## config.mk

```make
export PLATFORM = sky130hd
export DESIGN_NAME = rftxd_top
export DESIGN_NICKNAME = d
export VERILOG_FILES = /design/src/rftxd_top.v
export VERILOG_INCLUDE_DIRS = /design/src /design/src/src
export SDC_FILE = /design/constraint.sdc
export NUM_CORES = 1
export LEC_CHECK = 0
export BUFFER_PORTS_ARGS = -buffer_cell sky130_fd_sc_hd__buf_2
export CORE_MARGIN = 2
export CORE_UTILIZATION = 55
export DETAILED_ROUTE_END_ITERATION = 8
export PLACE_DENSITY = 0.88
export SLEW_MARGIN = 30
export SYNTH_ARGS = -nofsm -noshare
export SYNTH_HDL_FRONTEND = slang
export SYNTH_SLANG_ARGS = --single-unit
```

## constraint.sdc

```tcl
create_clock -name CORE_CLK -period 3.9 [get_ports CORE_CLK]
set_input_delay 0.78 -clock CORE_CLK [delete_from_list [all_inputs] [get_ports CORE_CLK]]
set_output_delay 0.78 -clock CORE_CLK [all_outputs]
set_load 0.1 [all_outputs]
```

## src/rftxd_consts.vh

```
`ifndef RFTXD_CONSTS_VH
`define RFTXD_CONSTS_VH
// Register byte offsets
`define RFTXD_OFF_CTRL      8'h00
`define RFTXD_OFF_PCOND     8'h04
`define RFTXD_OFF_NCOND_ON  8'h08
`define RFTXD_OFF_NCOND_OFF 8'h0c
`define RFTXD_OFF_FRAMING   8'h10
`define RFTXD_OFF_AUTO      8'h14
`define RFTXD_OFF_STATUS    8'h18
// Control register fields
`define RFTXD_CTRL_CARRIER_EN 0
`define RFTXD_CTRL_FORCE_FULL 1
`define RFTXD_CTRL_ON_INVERT  2
`define RFTXD_CTRL_IDLE_LEVEL 3
`define RFTXD_CTRL_SECOND_ON  4
`define RFTXD_CTRL_W          5
// Conductance fields: steady [5:0], keyed [13:8]
`define RFTXD_COND_W          6
`define RFTXD_STEADY_LSB      0
`define RFTXD_KEYED_LSB       8
// Framing register: rate field [5:4], frame type [1:0]
`define RFTXD_RATE_LSB        4
`define RFTXD_RATE_106        2'h0
`define RFTXD_RATE_212        2'h1
`define RFTXD_RATE_424        2'h2
`define RFTXD_RATE_RSVD       2'h3
`define RFTXD_FRAME_LSB       0
// Reset values
`define RFTXD_CTRL_RST        5'h00
`define RFTXD_COND_RST        6'h20
`define RFTXD_FRAMING_RST     8'h00
`define RFTXD_AUTO_RST        8'h00
// AXI responses
`define RFTXD_RESP_OKAY       2'h0
`define RFTXD_RESP_SLVERR     2'h2
`endif

```

## src/rftxd_top.v

```verilog
// Contract
// - Carrier is crystal halved, plus inverted copy
// - Carrier off: output equals idle level
// - Off, low: NMOS keyed/steady field-off by envelope
// - Carrier on: invert bit picks phase
// - On, no force: envelope picks keyed/steady
// - Forced keying: envelope low grounds output
// - Second NMOS: copies first if second-on, else field-on values
// - Depth set by programmable driver conductances
// - Rate, framing from one config register (framing)
// - Type B rates 106, 212, 424
// - Unit builds framing up to 424; here rate and frame type only go out on TX_RATE, TX_FRAME_TYPE
//
// Implementation choices: the register addresses and the AXI4-Lite interface to the registers.
`include "rftxd_consts.vh"
`timescale 1ns/1ps
`default_nettype none
module rftxd_top (
    // Clock and reset
    input  wire        CORE_CLK,
    input  wire        RESET_N,
    // Crystal clock and envelope (asynchronous pins)
    input  wire        CRYSTAL_CLK,
    input  wire        ENVELOPE,
    // Antenna output and driver settings
    output reg         FIRST_ANTENNA_OUTPUT,
    output reg         CARRIER,
    output reg         INVERTED_CARRIER,
    output reg  [5:0]  PMOS_COND,
    output reg         PMOS_ACTIVE,
    output reg  [5:0]  NMOS_COND,
    output reg         NMOS_ACTIVE,
    output reg  [5:0]  SECOND_NMOS_COND,
    output reg  [1:0]  TX_RATE,
    output reg  [1:0]  TX_FRAME_TYPE,
    // AXI4-Lite write address
    input  wire [7:0]  S_AXI_AWADDR,
    input  wire        S_AXI_AWVALID,
    output reg         S_AXI_AWREADY,
    // AXI4-Lite write data
    input  wire [31:0] S_AXI_WDATA,
    input  wire [3:0]  S_AXI_WSTRB,
    input  wire        S_AXI_WVALID,
    output reg         S_AXI_WREADY,
    // AXI4-Lite write response
    output reg  [1:0]  S_AXI_BRESP,
    output reg         S_AXI_BVALID,
    input  wire        S_AXI_BREADY,
    // AXI4-Lite read address
    input  wire [7:0]  S_AXI_ARADDR,
    input  wire        S_AXI_ARVALID,
    output reg         S_AXI_ARREADY,
    // AXI4-Lite read data
    output reg  [31:0] S_AXI_RDATA,
    output reg  [1:0]  S_AXI_RRESP,
    output reg         S_AXI_RVALID,
    input  wire        S_AXI_RREADY
);

////////////////////////////////////////////////////////////////////////////////
// Registers

reg  [4:0]  ctrl_ff;
reg  [13:0] pcond_ff;
reg  [13:0] ncond_on_ff;
reg  [13:0] ncond_off_ff;
reg  [7:0]  framing_ff;
reg  [7:0]  auto_ff;
reg  [7:0]  aw_addr_ff;
reg         aw_held_ff;
reg  [31:0] w_data_ff;
reg  [3:0]  w_strb_ff;
reg         w_held_ff;
reg         envelope_ff;

// Byte-lane merge, used by every writable register
function [31:0] merge;
    input [31:0] old;
    input [31:0] data;
    input [3:0]  strb;
    integer      i;
    begin
        merge = old;
        for (i = 0; i < 4; i = i + 1) begin
            if (strb[i]) begin
                merge[i*8 +: 8] = data[i*8 +: 8];
            end
        end
    end
endfunction

function mapped;
    input [7:0] addr;
    begin
        mapped = (addr[7:2] <= (`RFTXD_OFF_STATUS >> 2)) &&
                 (addr[1:0] == 2'h0);
    end
endfunction

wire [7:0]  wr_addr = aw_held_ff ? aw_addr_ff : S_AXI_AWADDR;
wire [31:0] wr_data = w_held_ff ? w_data_ff : S_AXI_WDATA;
wire [3:0]  wr_strb = w_held_ff ? w_strb_ff : S_AXI_WSTRB;
wire aw_ok = aw_held_ff || (S_AXI_AWVALID && S_AXI_AWREADY);
wire w_ok  = w_held_ff || (S_AXI_WVALID && S_AXI_WREADY);
wire wr_go = aw_ok && w_ok && !S_AXI_BVALID;
wire [31:0] ctrl_new      = merge({27'h0, ctrl_ff}, wr_data, wr_strb);
wire [31:0] pcond_new     = merge({18'h0, pcond_ff}, wr_data, wr_strb);
wire [31:0] ncond_on_new  = merge({18'h0, ncond_on_ff}, wr_data, wr_strb);
wire [31:0] ncond_off_new = merge({18'h0, ncond_off_ff}, wr_data, wr_strb);
wire [31:0] framing_new   = merge({24'h0, framing_ff}, wr_data, wr_strb);
wire [31:0] auto_new      = merge({24'h0, auto_ff}, wr_data, wr_strb);

////////////////////////////////////////////////////////////////////////////////
// Write channel: address and data in either order, response after both

always @(posedge CORE_CLK) begin
    if (!RESET_N) begin
        S_AXI_AWREADY <= 1'b0;
        S_AXI_WREADY  <= 1'b0;
        S_AXI_BVALID  <= 1'b0;
        S_AXI_BRESP   <= `RFTXD_RESP_OKAY;
        aw_held_ff    <= 1'b0;
        w_held_ff     <= 1'b0;
        aw_addr_ff    <= 8'h00;
        w_data_ff     <= 32'h0;
        w_strb_ff     <= 4'h0;
        ctrl_ff       <= `RFTXD_CTRL_RST;
        pcond_ff      <= {`RFTXD_COND_RST, 2'h0, `RFTXD_COND_RST};
        ncond_on_ff   <= {`RFTXD_COND_RST, 2'h0, `RFTXD_COND_RST};
        ncond_off_ff  <= {`RFTXD_COND_RST, 2'h0, `RFTXD_COND_RST};
        framing_ff    <= `RFTXD_FRAMING_RST;
        auto_ff       <= `RFTXD_AUTO_RST;
    end else begin
        // Readies stay low while a response waits
        S_AXI_AWREADY <= !aw_ok && !S_AXI_AWREADY && !S_AXI_BVALID;
        S_AXI_WREADY  <= !w_ok && !S_AXI_WREADY && !S_AXI_BVALID;
        if (S_AXI_AWVALID && S_AXI_AWREADY && !wr_go) begin
            aw_held_ff <= 1'b1;
            aw_addr_ff <= S_AXI_AWADDR;
        end
        if (S_AXI_WVALID && S_AXI_WREADY && !wr_go) begin
            w_held_ff <= 1'b1;
            w_data_ff <= S_AXI_WDATA;
            w_strb_ff <= S_AXI_WSTRB;
        end
        if (S_AXI_BVALID && S_AXI_BREADY) begin
            S_AXI_BVALID <= 1'b0;
        end
        if (wr_go) begin
            aw_held_ff    <= 1'b0;
            w_held_ff     <= 1'b0;
            S_AXI_AWREADY <= 1'b0;
            S_AXI_WREADY  <= 1'b0;
            S_AXI_BVALID  <= 1'b1;
            S_AXI_BRESP   <= (mapped(wr_addr) &&
                              wr_addr != `RFTXD_OFF_STATUS) ?
                             `RFTXD_RESP_OKAY : `RFTXD_RESP_SLVERR;
            case (wr_addr)
                `RFTXD_OFF_CTRL:      ctrl_ff <= ctrl_new[4:0];
                `RFTXD_OFF_PCOND:     pcond_ff <= pcond_new[13:0] & 14'h3f3f;
                `RFTXD_OFF_NCOND_ON:  ncond_on_ff <= ncond_on_new[13:0] &
                                                     14'h3f3f;
                `RFTXD_OFF_NCOND_OFF: ncond_off_ff <= ncond_off_new[13:0] &
                                                      14'h3f3f;
                `RFTXD_OFF_FRAMING:   framing_ff <= framing_new[7:0];
                `RFTXD_OFF_AUTO:      auto_ff <= auto_new[7:0];
                default:              auto_ff <= auto_ff;
            endcase
        end
    end
end

////////////////////////////////////////////////////////////////////////////////
// Read channel: one cycle after address acceptance

reg [31:0] rd_mux;
always @* begin
    rd_mux = 32'h0;
    case (S_AXI_ARADDR)
        `RFTXD_OFF_CTRL:      rd_mux = {27'h0, ctrl_ff};
        `RFTXD_OFF_PCOND:     rd_mux = {18'h0, pcond_ff};
        `RFTXD_OFF_NCOND_ON:  rd_mux = {18'h0, ncond_on_ff};
        `RFTXD_OFF_NCOND_OFF: rd_mux = {18'h0, ncond_off_ff};
        `RFTXD_OFF_FRAMING:   rd_mux = {24'h0, framing_ff};
        `RFTXD_OFF_AUTO:      rd_mux = {24'h0, auto_ff};
        `RFTXD_OFF_STATUS:    rd_mux = {24'h0, NMOS_ACTIVE, PMOS_ACTIVE,
                                        2'h0, envelope_ff,
                                        INVERTED_CARRIER, CARRIER,
                                        FIRST_ANTENNA_OUTPUT};
        default:              rd_mux = 32'h0;
    endcase
end

always @(posedge CORE_CLK) begin
    if (!RESET_N) begin
        S_AXI_ARREADY <= 1'b0;
        S_AXI_RVALID  <= 1'b0;
        S_AXI_RDATA   <= 32'h0;
        S_AXI_RRESP   <= `RFTXD_RESP_OKAY;
    end else begin
        S_AXI_ARREADY <= !S_AXI_ARREADY && !S_AXI_RVALID &&
                         S_AXI_ARVALID;
        if (S_AXI_ARVALID && S_AXI_ARREADY) begin
            S_AXI_RVALID <= 1'b1;
            S_AXI_RDATA  <= rd_mux;
            S_AXI_RRESP  <= mapped(S_AXI_ARADDR) ?
                            `RFTXD_RESP_OKAY : `RFTXD_RESP_SLVERR;
        end else if (S_AXI_RVALID && S_AXI_RREADY) begin
            S_AXI_RVALID <= 1'b0;
        end
    end
end

////////////////////////////////////////////////////////////////////////////////
// Pin synchronisers, three stages; change counts once stages 2 and 3 agree

reg  [2:0] xtal_sync_ff;
reg  [2:0] env_sync_ff;
reg        xtal_ff;
reg        half_ff;

always @(posedge CORE_CLK) begin
    if (!RESET_N) begin
        xtal_sync_ff <= 3'h0;
        env_sync_ff  <= 3'h0;
        envelope_ff  <= 1'b1;
        xtal_ff      <= 1'b0;
        half_ff      <= 1'b0;
    end else begin
        xtal_sync_ff <= {xtal_sync_ff[1:0], CRYSTAL_CLK};
        env_sync_ff  <= {env_sync_ff[1:0], ENVELOPE};
        if (env_sync_ff[1] == env_sync_ff[2]) begin
            envelope_ff <= env_sync_ff[2];
        end
        if (xtal_sync_ff[1] == xtal_sync_ff[2]) begin
            xtal_ff <= xtal_sync_ff[2];
        end
        if (xtal_ff == 1'b0 && xtal_sync_ff[1] == xtal_sync_ff[2] &&
            xtal_sync_ff[2] == 1'b1) begin
            half_ff <= !half_ff;
        end
    end
end

////////////////////////////////////////////////////////////////////////////////
// First output selection and conductance choice

wire carrier_en = ctrl_ff[`RFTXD_CTRL_CARRIER_EN];
wire force_full = ctrl_ff[`RFTXD_CTRL_FORCE_FULL];
wire on_invert  = ctrl_ff[`RFTXD_CTRL_ON_INVERT];
wire idle_level = ctrl_ff[`RFTXD_CTRL_IDLE_LEVEL];
wire second_on  = ctrl_ff[`RFTXD_CTRL_SECOND_ON];
wire [5:0] p_steady   = pcond_ff[`RFTXD_STEADY_LSB +: 6];
wire [5:0] p_keyed    = pcond_ff[`RFTXD_KEYED_LSB +: 6];
wire [5:0] non_steady = ncond_on_ff[`RFTXD_STEADY_LSB +: 6];
wire [5:0] non_keyed  = ncond_on_ff[`RFTXD_KEYED_LSB +: 6];
wire [5:0] noff_stdy  = ncond_off_ff[`RFTXD_STEADY_LSB +: 6];
wire [5:0] noff_keyed = ncond_off_ff[`RFTXD_KEYED_LSB +: 6];
wire       phase      = on_invert ? !half_ff : half_ff;

reg        nxt_out;
reg  [5:0] nxt_pcond;
reg        nxt_pact;
reg  [5:0] nxt_ncond;
reg        nxt_nact;
reg  [5:0] nxt_second;

always @* begin
    nxt_out   = 1'b0;
    nxt_pcond = 6'h00;
    nxt_pact  = 1'b0;
    nxt_ncond = 6'h00;
    nxt_nact  = 1'b0;
    if (!carrier_en) begin
        nxt_out = idle_level;
        if (idle_level) begin
            nxt_pact  = 1'b1;
            nxt_pcond = envelope_ff ? p_steady : p_keyed;
        end else begin
            nxt_nact  = 1'b1;
            nxt_ncond = envelope_ff ? noff_stdy : noff_keyed;
        end
    end else if (force_full && !envelope_ff) begin
        nxt_out   = 1'b0;
        nxt_nact  = 1'b1;
        nxt_ncond = non_keyed;
    end else begin
        nxt_out   = phase;
        nxt_pact  = 1'b1;
        nxt_nact  = 1'b1;
        nxt_pcond = envelope_ff ? p_steady : p_keyed;
        nxt_ncond = envelope_ff ? non_steady : non_keyed;
    end
    nxt_second = second_on ? nxt_ncond :
                 (envelope_ff ? non_steady : non_keyed);
end

always @(posedge CORE_CLK) begin
    if (!RESET_N) begin
        FIRST_ANTENNA_OUTPUT <= 1'b0;
        CARRIER              <= 1'b0;
        INVERTED_CARRIER     <= 1'b1;
        PMOS_COND            <= 6'h00;
        PMOS_ACTIVE          <= 1'b0;
        NMOS_COND            <= 6'h00;
        NMOS_ACTIVE          <= 1'b0;
        SECOND_NMOS_COND     <= 6'h00;
        TX_RATE              <= `RFTXD_RATE_106;
        TX_FRAME_TYPE        <= 2'h0;
    end else begin
        FIRST_ANTENNA_OUTPUT <= nxt_out;
        CARRIER              <= half_ff;
        INVERTED_CARRIER     <= !half_ff;
        PMOS_COND            <= nxt_pcond;
        PMOS_ACTIVE          <= nxt_pact;
        NMOS_COND            <= nxt_ncond;
        NMOS_ACTIVE          <= nxt_nact;
        SECOND_NMOS_COND     <= nxt_second;
        // rates; reserved code falls back to 106
        TX_RATE <= (framing_ff[`RFTXD_RATE_LSB +: 2] == `RFTXD_RATE_RSVD) ?
                   `RFTXD_RATE_106 : framing_ff[`RFTXD_RATE_LSB +: 2];
        TX_FRAME_TYPE        <= framing_ff[`RFTXD_FRAME_LSB +: 2];
    end
end

endmodule
`default_nettype wire

```

After elaboration in Yosys (flattened, before gate mapping)
Index checks and enable logic that the tools add are counted.

Bits in registers: 160. Input bits: 61. Output and inout port bits: 68. Logic and storage cells: 134.

Magnitude comparators: 2. Eq/ne operators: 15. Multiplexer cells: 28. Bitwise operators: 2. Reductions and logical operators: 50.

Operator list (count): $pmux 14 s7 (1); $mux 6 (10); $eq 8x5->1 const B (5); $eq 8x4->1 const B (4); $reduce_and 3->1 (9); $logic_and 1x1->1 (21); $eq 8x3->1 const B (2); $logic_not 8->1 (2); $mux 14 (1); $le 6x3->1 const B (2); $mux 1 (12); $logic_not 1->1 (10); $mux 8 (1); $ne 8x5->1 const B (1); $mux 2 (3); $logic_not 2->1 (2); $reduce_bool 2->1 (2); $reduce_or 2->1 (2); $eq 1x1->1 (2); $eq 2x2->1 const B (1); $logic_or 1x1->1 (2); $not 1->1 (2).

Logic depth before layout (Yosys ltp)
Gate-level depths: netlist of the first run.

Depth in word-level cells: 6. Gate-level depth with buffers: 7. Gate-level depth less buffers: 5.

Least setup slack after synthesis of the first run
Ideal clock, no wire load.

Path type: reg2reg. From: register S_AXI_AWREADY. To: register ncond_on_ff[5]. Setup time: 0.121 ns. Arrival time: 2.472 ns. Data required time: 3.779 ns. Slack: 1.307 ns. Stages on the path, launching flop included: 7. Path buffers: 1. Clock period less this slack: 2.593 ns. Cell sequence: dfxtp_1 a21oi_2 or3_1 buf_6 nor3_4 nand3_4 mux2_4.

Longest elaborated chain between the ends: 5.

Ends and longest elaborated chain: start, declared (RTL line rftxd_top.v:39) `output reg S_AXI_AWREADY,`; start signal, assigned (RTL line rftxd_top.v:135) `S_AXI_AWREADY <= !aw_ok && !S_AXI_AWREADY && !S_AXI_BVALID;`; $logic_and 1x1->1 (RTL line rftxd_top.v:103) `wire aw_ok = aw_held_ff || (S_AXI_AWVALID && S_AXI_AWREADY);`; $logic_or 1x1->1 (RTL line rftxd_top.v:103); $logic_and 1x1->1 (2 in a row) (RTL line rftxd_top.v:105) `wire wr_go = aw_ok && w_ok && !S_AXI_BVALID;`; $reduce_and 3->1 (no source line); end signal, assigned (RTL line rftxd_top.v:129) `` ncond_on_ff <= {`RFTXD_COND_RST, 2'h0, `RFTXD_COND_RST}; ``; end signal, assigned (RTL line rftxd_top.v:161) `` `RFTXD_OFF_NCOND_ON: ncond_on_ff <= ncond_on_new[13:0] & ``; end, declared (RTL line rftxd_top.v:65) `reg [13:0] ncond_on_ff;`.

No other way between the ends. A chain may end at the register's enable or synchronous reset.

Worst setup path in the final report of the first run
From: register aw_held_ff. To: register ncond_off_ff[5].

Longest elaborated chain between the ends: 4. Elaborated cells between the ends (all ways): 6. Classes of those cells: eq/ne (1); mux (1); reduce/logical (4).

Ends and longest elaborated chain: start, declared (RTL line rftxd_top.v:70) `reg aw_held_ff;`; start signal, assigned (RTL line rftxd_top.v:122) `aw_held_ff <= 1'b0;`; start signal, assigned (RTL line rftxd_top.v:138) `aw_held_ff <= 1'b1;`; start signal, assigned (RTL line rftxd_top.v:150) `aw_held_ff <= 1'b0;`; branches (longest 3 deep; another with $mux 8); $reduce_and 3->1 (no source line) *; end signal, assigned (RTL line rftxd_top.v:130) `` ncond_off_ff <= {`RFTXD_COND_RST, 2'h0, `RFTXD_COND_RST}; ``; end signal, assigned (RTL line rftxd_top.v:163) `` `RFTXD_OFF_NCOND_OFF: ncond_off_ff <= ncond_off_new[13:0] & ``; end, declared (RTL line rftxd_top.v:66) `reg [13:0] ncond_off_ff;`.

Mark *: on every way between the ends.

==> results.md, run 1 <==
* Reg2Reg Depth at 5
* H-tree lvl count at 4
* Placed cell area at about 6500 um^2
* Slew headroom at 39.97%
* Post-synth EDFFs at 0
* Hold Path Sink: env_sync_ff[1]
* Min-Delay Path Class: reg2reg
* Routed wire length at around 15000 um
* Initial Utilization at between 50% and 60%
* Reg-to-Reg End: ncond_off_ff[5]
* CTS resizes at 0
* NetSw at between 800 and 900 uW
* CTS Buf Count at 17
* Final clock skew at about 6.9 ps
* Final Critical Period at about 2300 ps
* Top-count cell post-synth: dfxtp_1
* Largest area contributor in the netlist: dfxtp_1
* Min-delay src: env_sync_ff[0]
* Clk sinks at 140
* Worst Setup End Kind: flip-flop
* ANT cells at 0
* Core area at ~11000 um^2
* Clock Tree Root: clkbuf_8
* GP Congestion at between 0.9 and 1
* Power Dens Cells at about 490 nW/um^2
* DRC Markers at 0
* Fin cells at 850
* Sw Ratio at roughly 25%
* Endpoints failing setup at 0
* Critical Path AT at 2750 ps
* Family with the most delay on the worst path: simple AND/OR/NAND/NOR gates
* Worst path max stage delay at between 500 and 600 ps
* TNS Setup at 0 ps
* Ys async rst share at 0%
* First-pass GRT wire length at about 24000 um
* Gr ovfl total at 0
* Hold Crit Depth at 1
* Maximum clock rate at between 400 and 500 MHz
* Total GRT Usage at roughly a quarter
* Crit Path Class: reg2reg
* Hpwl dp at 10470 um
* I/O Buffers at 88
* Overall power at 3.460 mW
* Reg power frac at a little over two fifths
* Die ar. at between 10000 and 15000 um^2
* Fin crit share at 59.67%
* Worst EP required at between 4000 and 5000 ps
* WHS at roughly 440 ps
* Initial antenna violation count at 0
* Max Buffers Root-to-Sink at 2
* Seq/Total Area, Yosys at 46.11%
* Final ANT Viol Nets at 0
* R2R Setup Slk at approximately 1600 ps
* Worst-Skew Late Latency at between 500 and 600 ps
* Vias at approximately 4800
* Detailed Routing Iterations Pass 1 at 7
* Routed len/inst at roughly 18 um
* Slowest cell on the critical path: nor3_4
* Post-layout util at between 60% and 70%
* Max cap viols at 0
* Share of total power in combinational logic at a little over a tenth
* Synthesized area per cell at 9.835 um^2
* Leak at roughly 3.2 nW
* FF-to-FF Start: aw_held_ff
* Worst-margin pin slew at ~900 ps
* Post-Syn Area at between 6000 and 7000 um^2
* Max-slew violation count at 0
* Vias/cell at around 5.7
* Cts hold-fix bufs at 0
* Top cell type's share of synthesized area at between 40% and 50%
* Int Power at between 2 and 3 mW
* Synth warn at 0
* Ranking of synthesized cells by area: dfxtp_1, mux2i_1, mux2_2
* P&R area growth vs syn at 17.09%
* Clock Power Share at between 40% and 50%
* Chip height at ~110 um
* Final hold viol count at 0
* Most frequent cells after synthesis: dfxtp_1, nand2_1, mux2i_1
* CP startpoint kind: flip-flop
* # Post-CTS Setup Buffers at 0
* DRT iter0 DRCs at 483
* Fraction of layout cells with a size suffix above 1 at about a quarter
* Final instance area at ~7100 um^2
* Placed Cells at between 800 and 900
* Die W at 109.1 um
* Core Rows at 38
* Crit-path cells: a21oi_2 -> nor3_1 -> nand2_1 -> nor3_4 -> mux2_2
* Setup WS post-layout at 1573 ps
* RSZ-0062 raised after global routing: no
* Yosys reg bits at 140
* CTS clk-pin slew, worst paths at 60 ps
* Vias in the first global route at 4734
* TritonCTS clock tree: built
* Worst slack, placed at ~1100 ps
* Max FO, Critical Path at 8
* I/O pin total at 129
* Maximum vdd drop at around 460 uV
* Synth cell types at 57
* Largest net degree at the start of global routing at 37
* CP bufs+invs at 0
* Status: complete, no violations
* Synthesized instance count at approximately 620
* Most used DFF post-synth: dfxtp_1
* Post-layout nets at about 760
state kept, by name, summed over array words and instances, names as in the netlist, 2 cells and up:
name	flops
framing_ff	8
PMOS_COND	6
SECOND_NMOS_COND	6
ctrl_ff	5
w_data_ff	14
env_sync_ff	3
pcond_ff	12
w_strb_ff	2
S_AXI_RDATA	14
aw_addr_ff	8
xtal_sync_ff	3
TX_FRAME_TYPE	2
TX_RATE	2
ncond_off_ff	12
NMOS_COND	6
auto_ff	8
ncond_on_ff	12
area by class of cell:
type,count,area (um^2)
clock inverter,7,110.1
multi-input combinational,437,3032
clock buffer,25,484.2
timing repair buffer,94,485.5
sequential,140,2804
inverter,7,26.28
fill,802,3676
tap,140,175.2
power groups by stage:
stage	Sequential [mW]	Combinational [mW]	Clock [mW]
final	1.48	0.367	1.61
after global routing	1.49	0.388	1.69
after CTS	1.48	0.365	1.62
after detailed placement	1.51	0.363	0
after global placement	1.51	0.353	0
after floorplan	1.55	0.265	0
how the worst max path moves through the flow:
stage                  startpoint         endpoint  slack, ps  depth (start not counted)
global route           aw_held_ff  ncond_off_ff[5]       1390                          5
floorplan           S_AXI_AWREADY   ncond_on_ff[5]       1310                          6
detailed placement        RESET_N  S_AXI_RDATA[12]       1100                          6
global placement          RESET_N   S_AXI_RDATA[7]       1280                          6
CTS                    aw_held_ff  ncond_off_ff[5]       1610                          5
finish                 aw_held_ff  ncond_off_ff[5]       1570                          5
kinds of logic (layout without fill, tap and decap cells):
| logic type | Yosys count | count (layout) | synth area share, % |
|---|---|---|---|
| AO/OA/AOI/OAI | 73 | 73 | 8.213 |
| XOR/XNOR | 2 | 2 | 0.2882 |
| buffers and inverters | 60 | 133 | 5.331 |
| flip-flops | 140 | 140 | 46.11 |
| multiplexers | 134 | 134 | 23.22 |
| other | 1 | 20 | 0.06169 |
| AND/OR/NAND/NOR | 208 | 208 | 16.78 |
routing by layer:
metal / vias to the layer above / wire length [um] / GRT usage [%]
met5: - / 0 / 0
met4: 0 / 300 / 9.982
met3: 26 / 1047 / 5.858
met2: 237 / 7254 / 43.30
met1: 2320 / 6375 / 34.92
li1: 2263 / - / -
placed cells by master, fill, tap and decap left out, types with 2 or more instances in the layout:
master,n
dfxtp_1,139
nand2_1,94
mux2i_1,90
buf_2,88
nor2_1,60
mux2_2,42
conb_1,20
a21oi_1,17
a22oi_1,16
clkbuf_16,16
o21ai_0,15
nor3_1,10
a211oi_1,10
and2_1,9
nand2b_1,7
inv_1,6
buf_4,6
clkbuf_8,5
clkbuf_1,4
clkinv_2,4
nor2b_1,3
bufinv_16,3
or2_2,2
or3_1,2
a221oi_1,2
nor4_1,2
nand3b_1,2
nor3_4,2
nor3b_4,2
nand2_2,2
(Power assumes the default switching activity.)
==> run 2: changes to the inputs <==
--- a/config.mk
+++ b/config.mk
@@ -6,6 +6,7 @@
 export SDC_FILE = /design/constraint.sdc
 export NUM_CORES = 1
 export LEC_CHECK = 0
+export ABC_AREA = 1
 export BUFFER_PORTS_ARGS = -buffer_cell sky130_fd_sc_hd__buf_2
 export CORE_MARGIN = 2
 export CORE_UTILIZATION = 55
==> constraint.sdc (replaced) <==
create_clock -name CORE_CLK -period 2.19 [get_ports CORE_CLK]
set_input_delay 0.438 -clock CORE_CLK [delete_from_list [all_inputs] [get_ports CORE_CLK]]
set_output_delay 0.438 -clock CORE_CLK [all_outputs]
set_load 0.1 [all_outputs]
==> run 2 against run 1 <==
- non-clock buffer count increased by 23
- sequential power increased by 81%
- fmax increased by 20%
- critical path type unchanged
- die area increased by 5.3%
- critical endpoint is now auto_ff[5]
- highest routed layer unchanged
- routed wire length increased by 8.2%
==> results.md, run 2 <==
* Detailed Routing Iterations Pass 1 at 7
* Chip height at 112.0 um
* Final ANT Viol Nets at 0
* Fin crit share at roughly nine tenths
* Synthesized instance count at between 900 and 1000
* DRT iter0 DRCs at roughly 670
* Hpwl dp at 11150 um
* Maximum vdd drop at 569.4 uV
* Synthesized area per cell at roughly 6.8 um^2
* CTS Buf Count at 17
* TritonCTS clock tree: built
* Reg power frac at between 40 and 50%
* Post-layout nets at 1101
* Initial antenna violation count at 0
* TNS Setup at 0 ps
* Critical Path AT at 2260 ps
* P&R area growth vs syn at 19.79%
* Initial Utilization at 56.14%
* Max FO, Critical Path at 12
* Sw Ratio at a little over a quarter
* Clock Tree Root: clkbuf_16
* DRC Markers at 0
* Vias/cell at 5.240
* Hold Crit Depth at 3
* Int Power at 4.902 mW
* I/O pin total at roughly 130
* Share of total power in combinational logic at 12.8%
* Final clock skew at 7.548 ps
* Routed len/inst at between 10 and 15 um
* Worst EP required at about 2500 ps
* GP Congestion at between 0.8 and 0.9
* Endpoints failing setup at 0
* Seq/Total Area, Yosys at a little over two fifths
* Worst slack, placed at around 210 ps
* Routed wire length at around 16000 um
* Cts hold-fix bufs at 0
* Placed Cells at about 1200
* Top-count cell post-synth: nand2_1
* Core Rows at 39
* First-pass GRT wire length at between 20000 and 30000 um
* Ranking of synthesized cells by area: dfxtp_1, nand2_1, nor2_1
* Clk sinks at 140
* Post-Syn Area at 6410 um^2
* Worst Setup End Kind: flip-flop
* Leak at around 3.7 nW
* Most frequent cells after synthesis: nand2_1, nor2_1, dfxtp_1
* Fin cells at 1195
* Post-synth EDFFs at 0
* Max Buffers Root-to-Sink at 2
* I/O Buffers at 88
* Crit Path Class: reg2reg
* Ys async rst share at 0%
* Synth cell types at 33
* Placed cell area at 7017 um^2
* Worst-Skew Late Latency at 430 ps
* Largest net degree at the start of global routing at around 100
* Maximum clock rate at around 500 MHz
* Leading registers by flop count: S_AXI_RDATA x14, w_data_ff x14
* Synth warn at 0
* Worst-margin pin slew at ~720 ps
* Clock Power Share at 46.8%
* CP startpoint kind: flip-flop
* Gr ovfl total at 0
* Yosys reg bits at 140
* Most used DFF post-synth: dfxtp_1
* Reg2Reg Depth at 9
* ANT cells at 0
* Setup WS post-layout at 247.2 ps
* WHS at a little under 200 ps
* Max cap viols at 0
* Final instance area at roughly 7700 um^2
* Min-Delay Path Class: in2reg
* Die W at approximately 110 um
* Max-slew violation count at 0
* Die ar. at between 10000 and 15000 um^2
* Status: complete, no violations
* Vias in the first global route at around 5600
* Commonest non-fill, non-tap cell in the layout: nand2_1
* Total GRT Usage at roughly a quarter
* Overall power at roughly 6.6 mW
* Most frequent cells in the layout: nand2_1, nor2_1, dfxtp_1, inv_1, nand3_1
* RSZ-0062 raised after global routing: no
* Fraction of layout cells with a size suffix above 1 at between 10% and 20%
* Post-layout util at 67.25%
* Power Dens Cells at approximately 860 nW/um^2
* Largest area contributor in the netlist: dfxtp_1
* H-tree lvl count at 4
* Final Critical Period at ~2000 ps
* NetSw at roughly 1.7 mW
* Vias at 6262
* Slew headroom at a little over half
* Top cell type's share of synthesized area at 43.72%
* Final hold viol count at 0
* Core area at between 10000 and 15000 um^2
* CTS clk-pin slew, worst paths at 60 ps
run 2: cell count changes after synthesis, moves of 11 or more:
cell | before | now
a21oi_1 | 17 | 48
a22oi_1 | 16 | 0
inv_1 | 6 | 107
mux2_2 | 42 | 0
mux2i_1 | 90 | 12
nand2_1 | 94 | 226
nand3_1 | 1 | 106
nor2_1 | 60 | 143
o211ai_1 | 1 | 12
o21ai_0 | 15 | 49
run 2: power by group through the flow:
stage | Clock [mW] | Combinational (mW) | Sequential (mW)
2_1_floorplan | 0 | 0.534 | 2.86
3_3_place_gp | 0 | 0.825 | 2.73
3_5_place_dp | 0 | 0.839 | 2.73
4_1_cts | 3.13 | 0.844 | 2.67
5_1_grt | 3.26 | 0.920 | 2.69
6_report | 3.11 | 0.851 | 2.68
run 2: cells by family after synthesis:
kind of cell / synth area share [%]
buf+inv: 11.56
flops: 43.72
other cells: 0.05850
simple gates: 32.83
mux: 1.874
compound gates: 9.955
run 2: path summary, 6_finish.rpt:
check                  start  slack [ps]              end
max               aw_held_ff         250       auto_ff[5]
min              CRYSTAL_CLK         200  xtal_sync_ff[0]
max reg2reg       aw_held_ff         250       auto_ff[5]
min reg2reg  xtal_sync_ff[0]         410  xtal_sync_ff[1]
run 2: area by class of cell:
cell class	count	area, um^2
multi-input combinational	650	2938
tap	143	178.9
inverter	114	427.9
clock buffer	25	515.5
sequential	140	2805
fill	978	3740
timing repair buffer	117	683.2
clock inverter	6	130.1
run 2: critical path, cell delays in order (launching register included):
cell,delay [ps]
dfxtp_2,420
inv_2,100
nand2_1,110
nand3_2,170
inv_2,100
nand2_2,110
nor2_4,310
nand2_2,230
o21bai_1,210
nor2_1,60
run 2: layer usage:
layer	share of wire, %	wire length, um	global-route usage [%]
met1	42	6882	35.05
met2	45	7261	40.36
met3	9.7	1576	6.206
met4	3.0	493	13.01
met5	0	0	0
run 2: repair_timing:
item	4_1_cts	5_1_grt
resized for setup	0	1
setup endpoints to repair	0	16
setup buffers	0	2
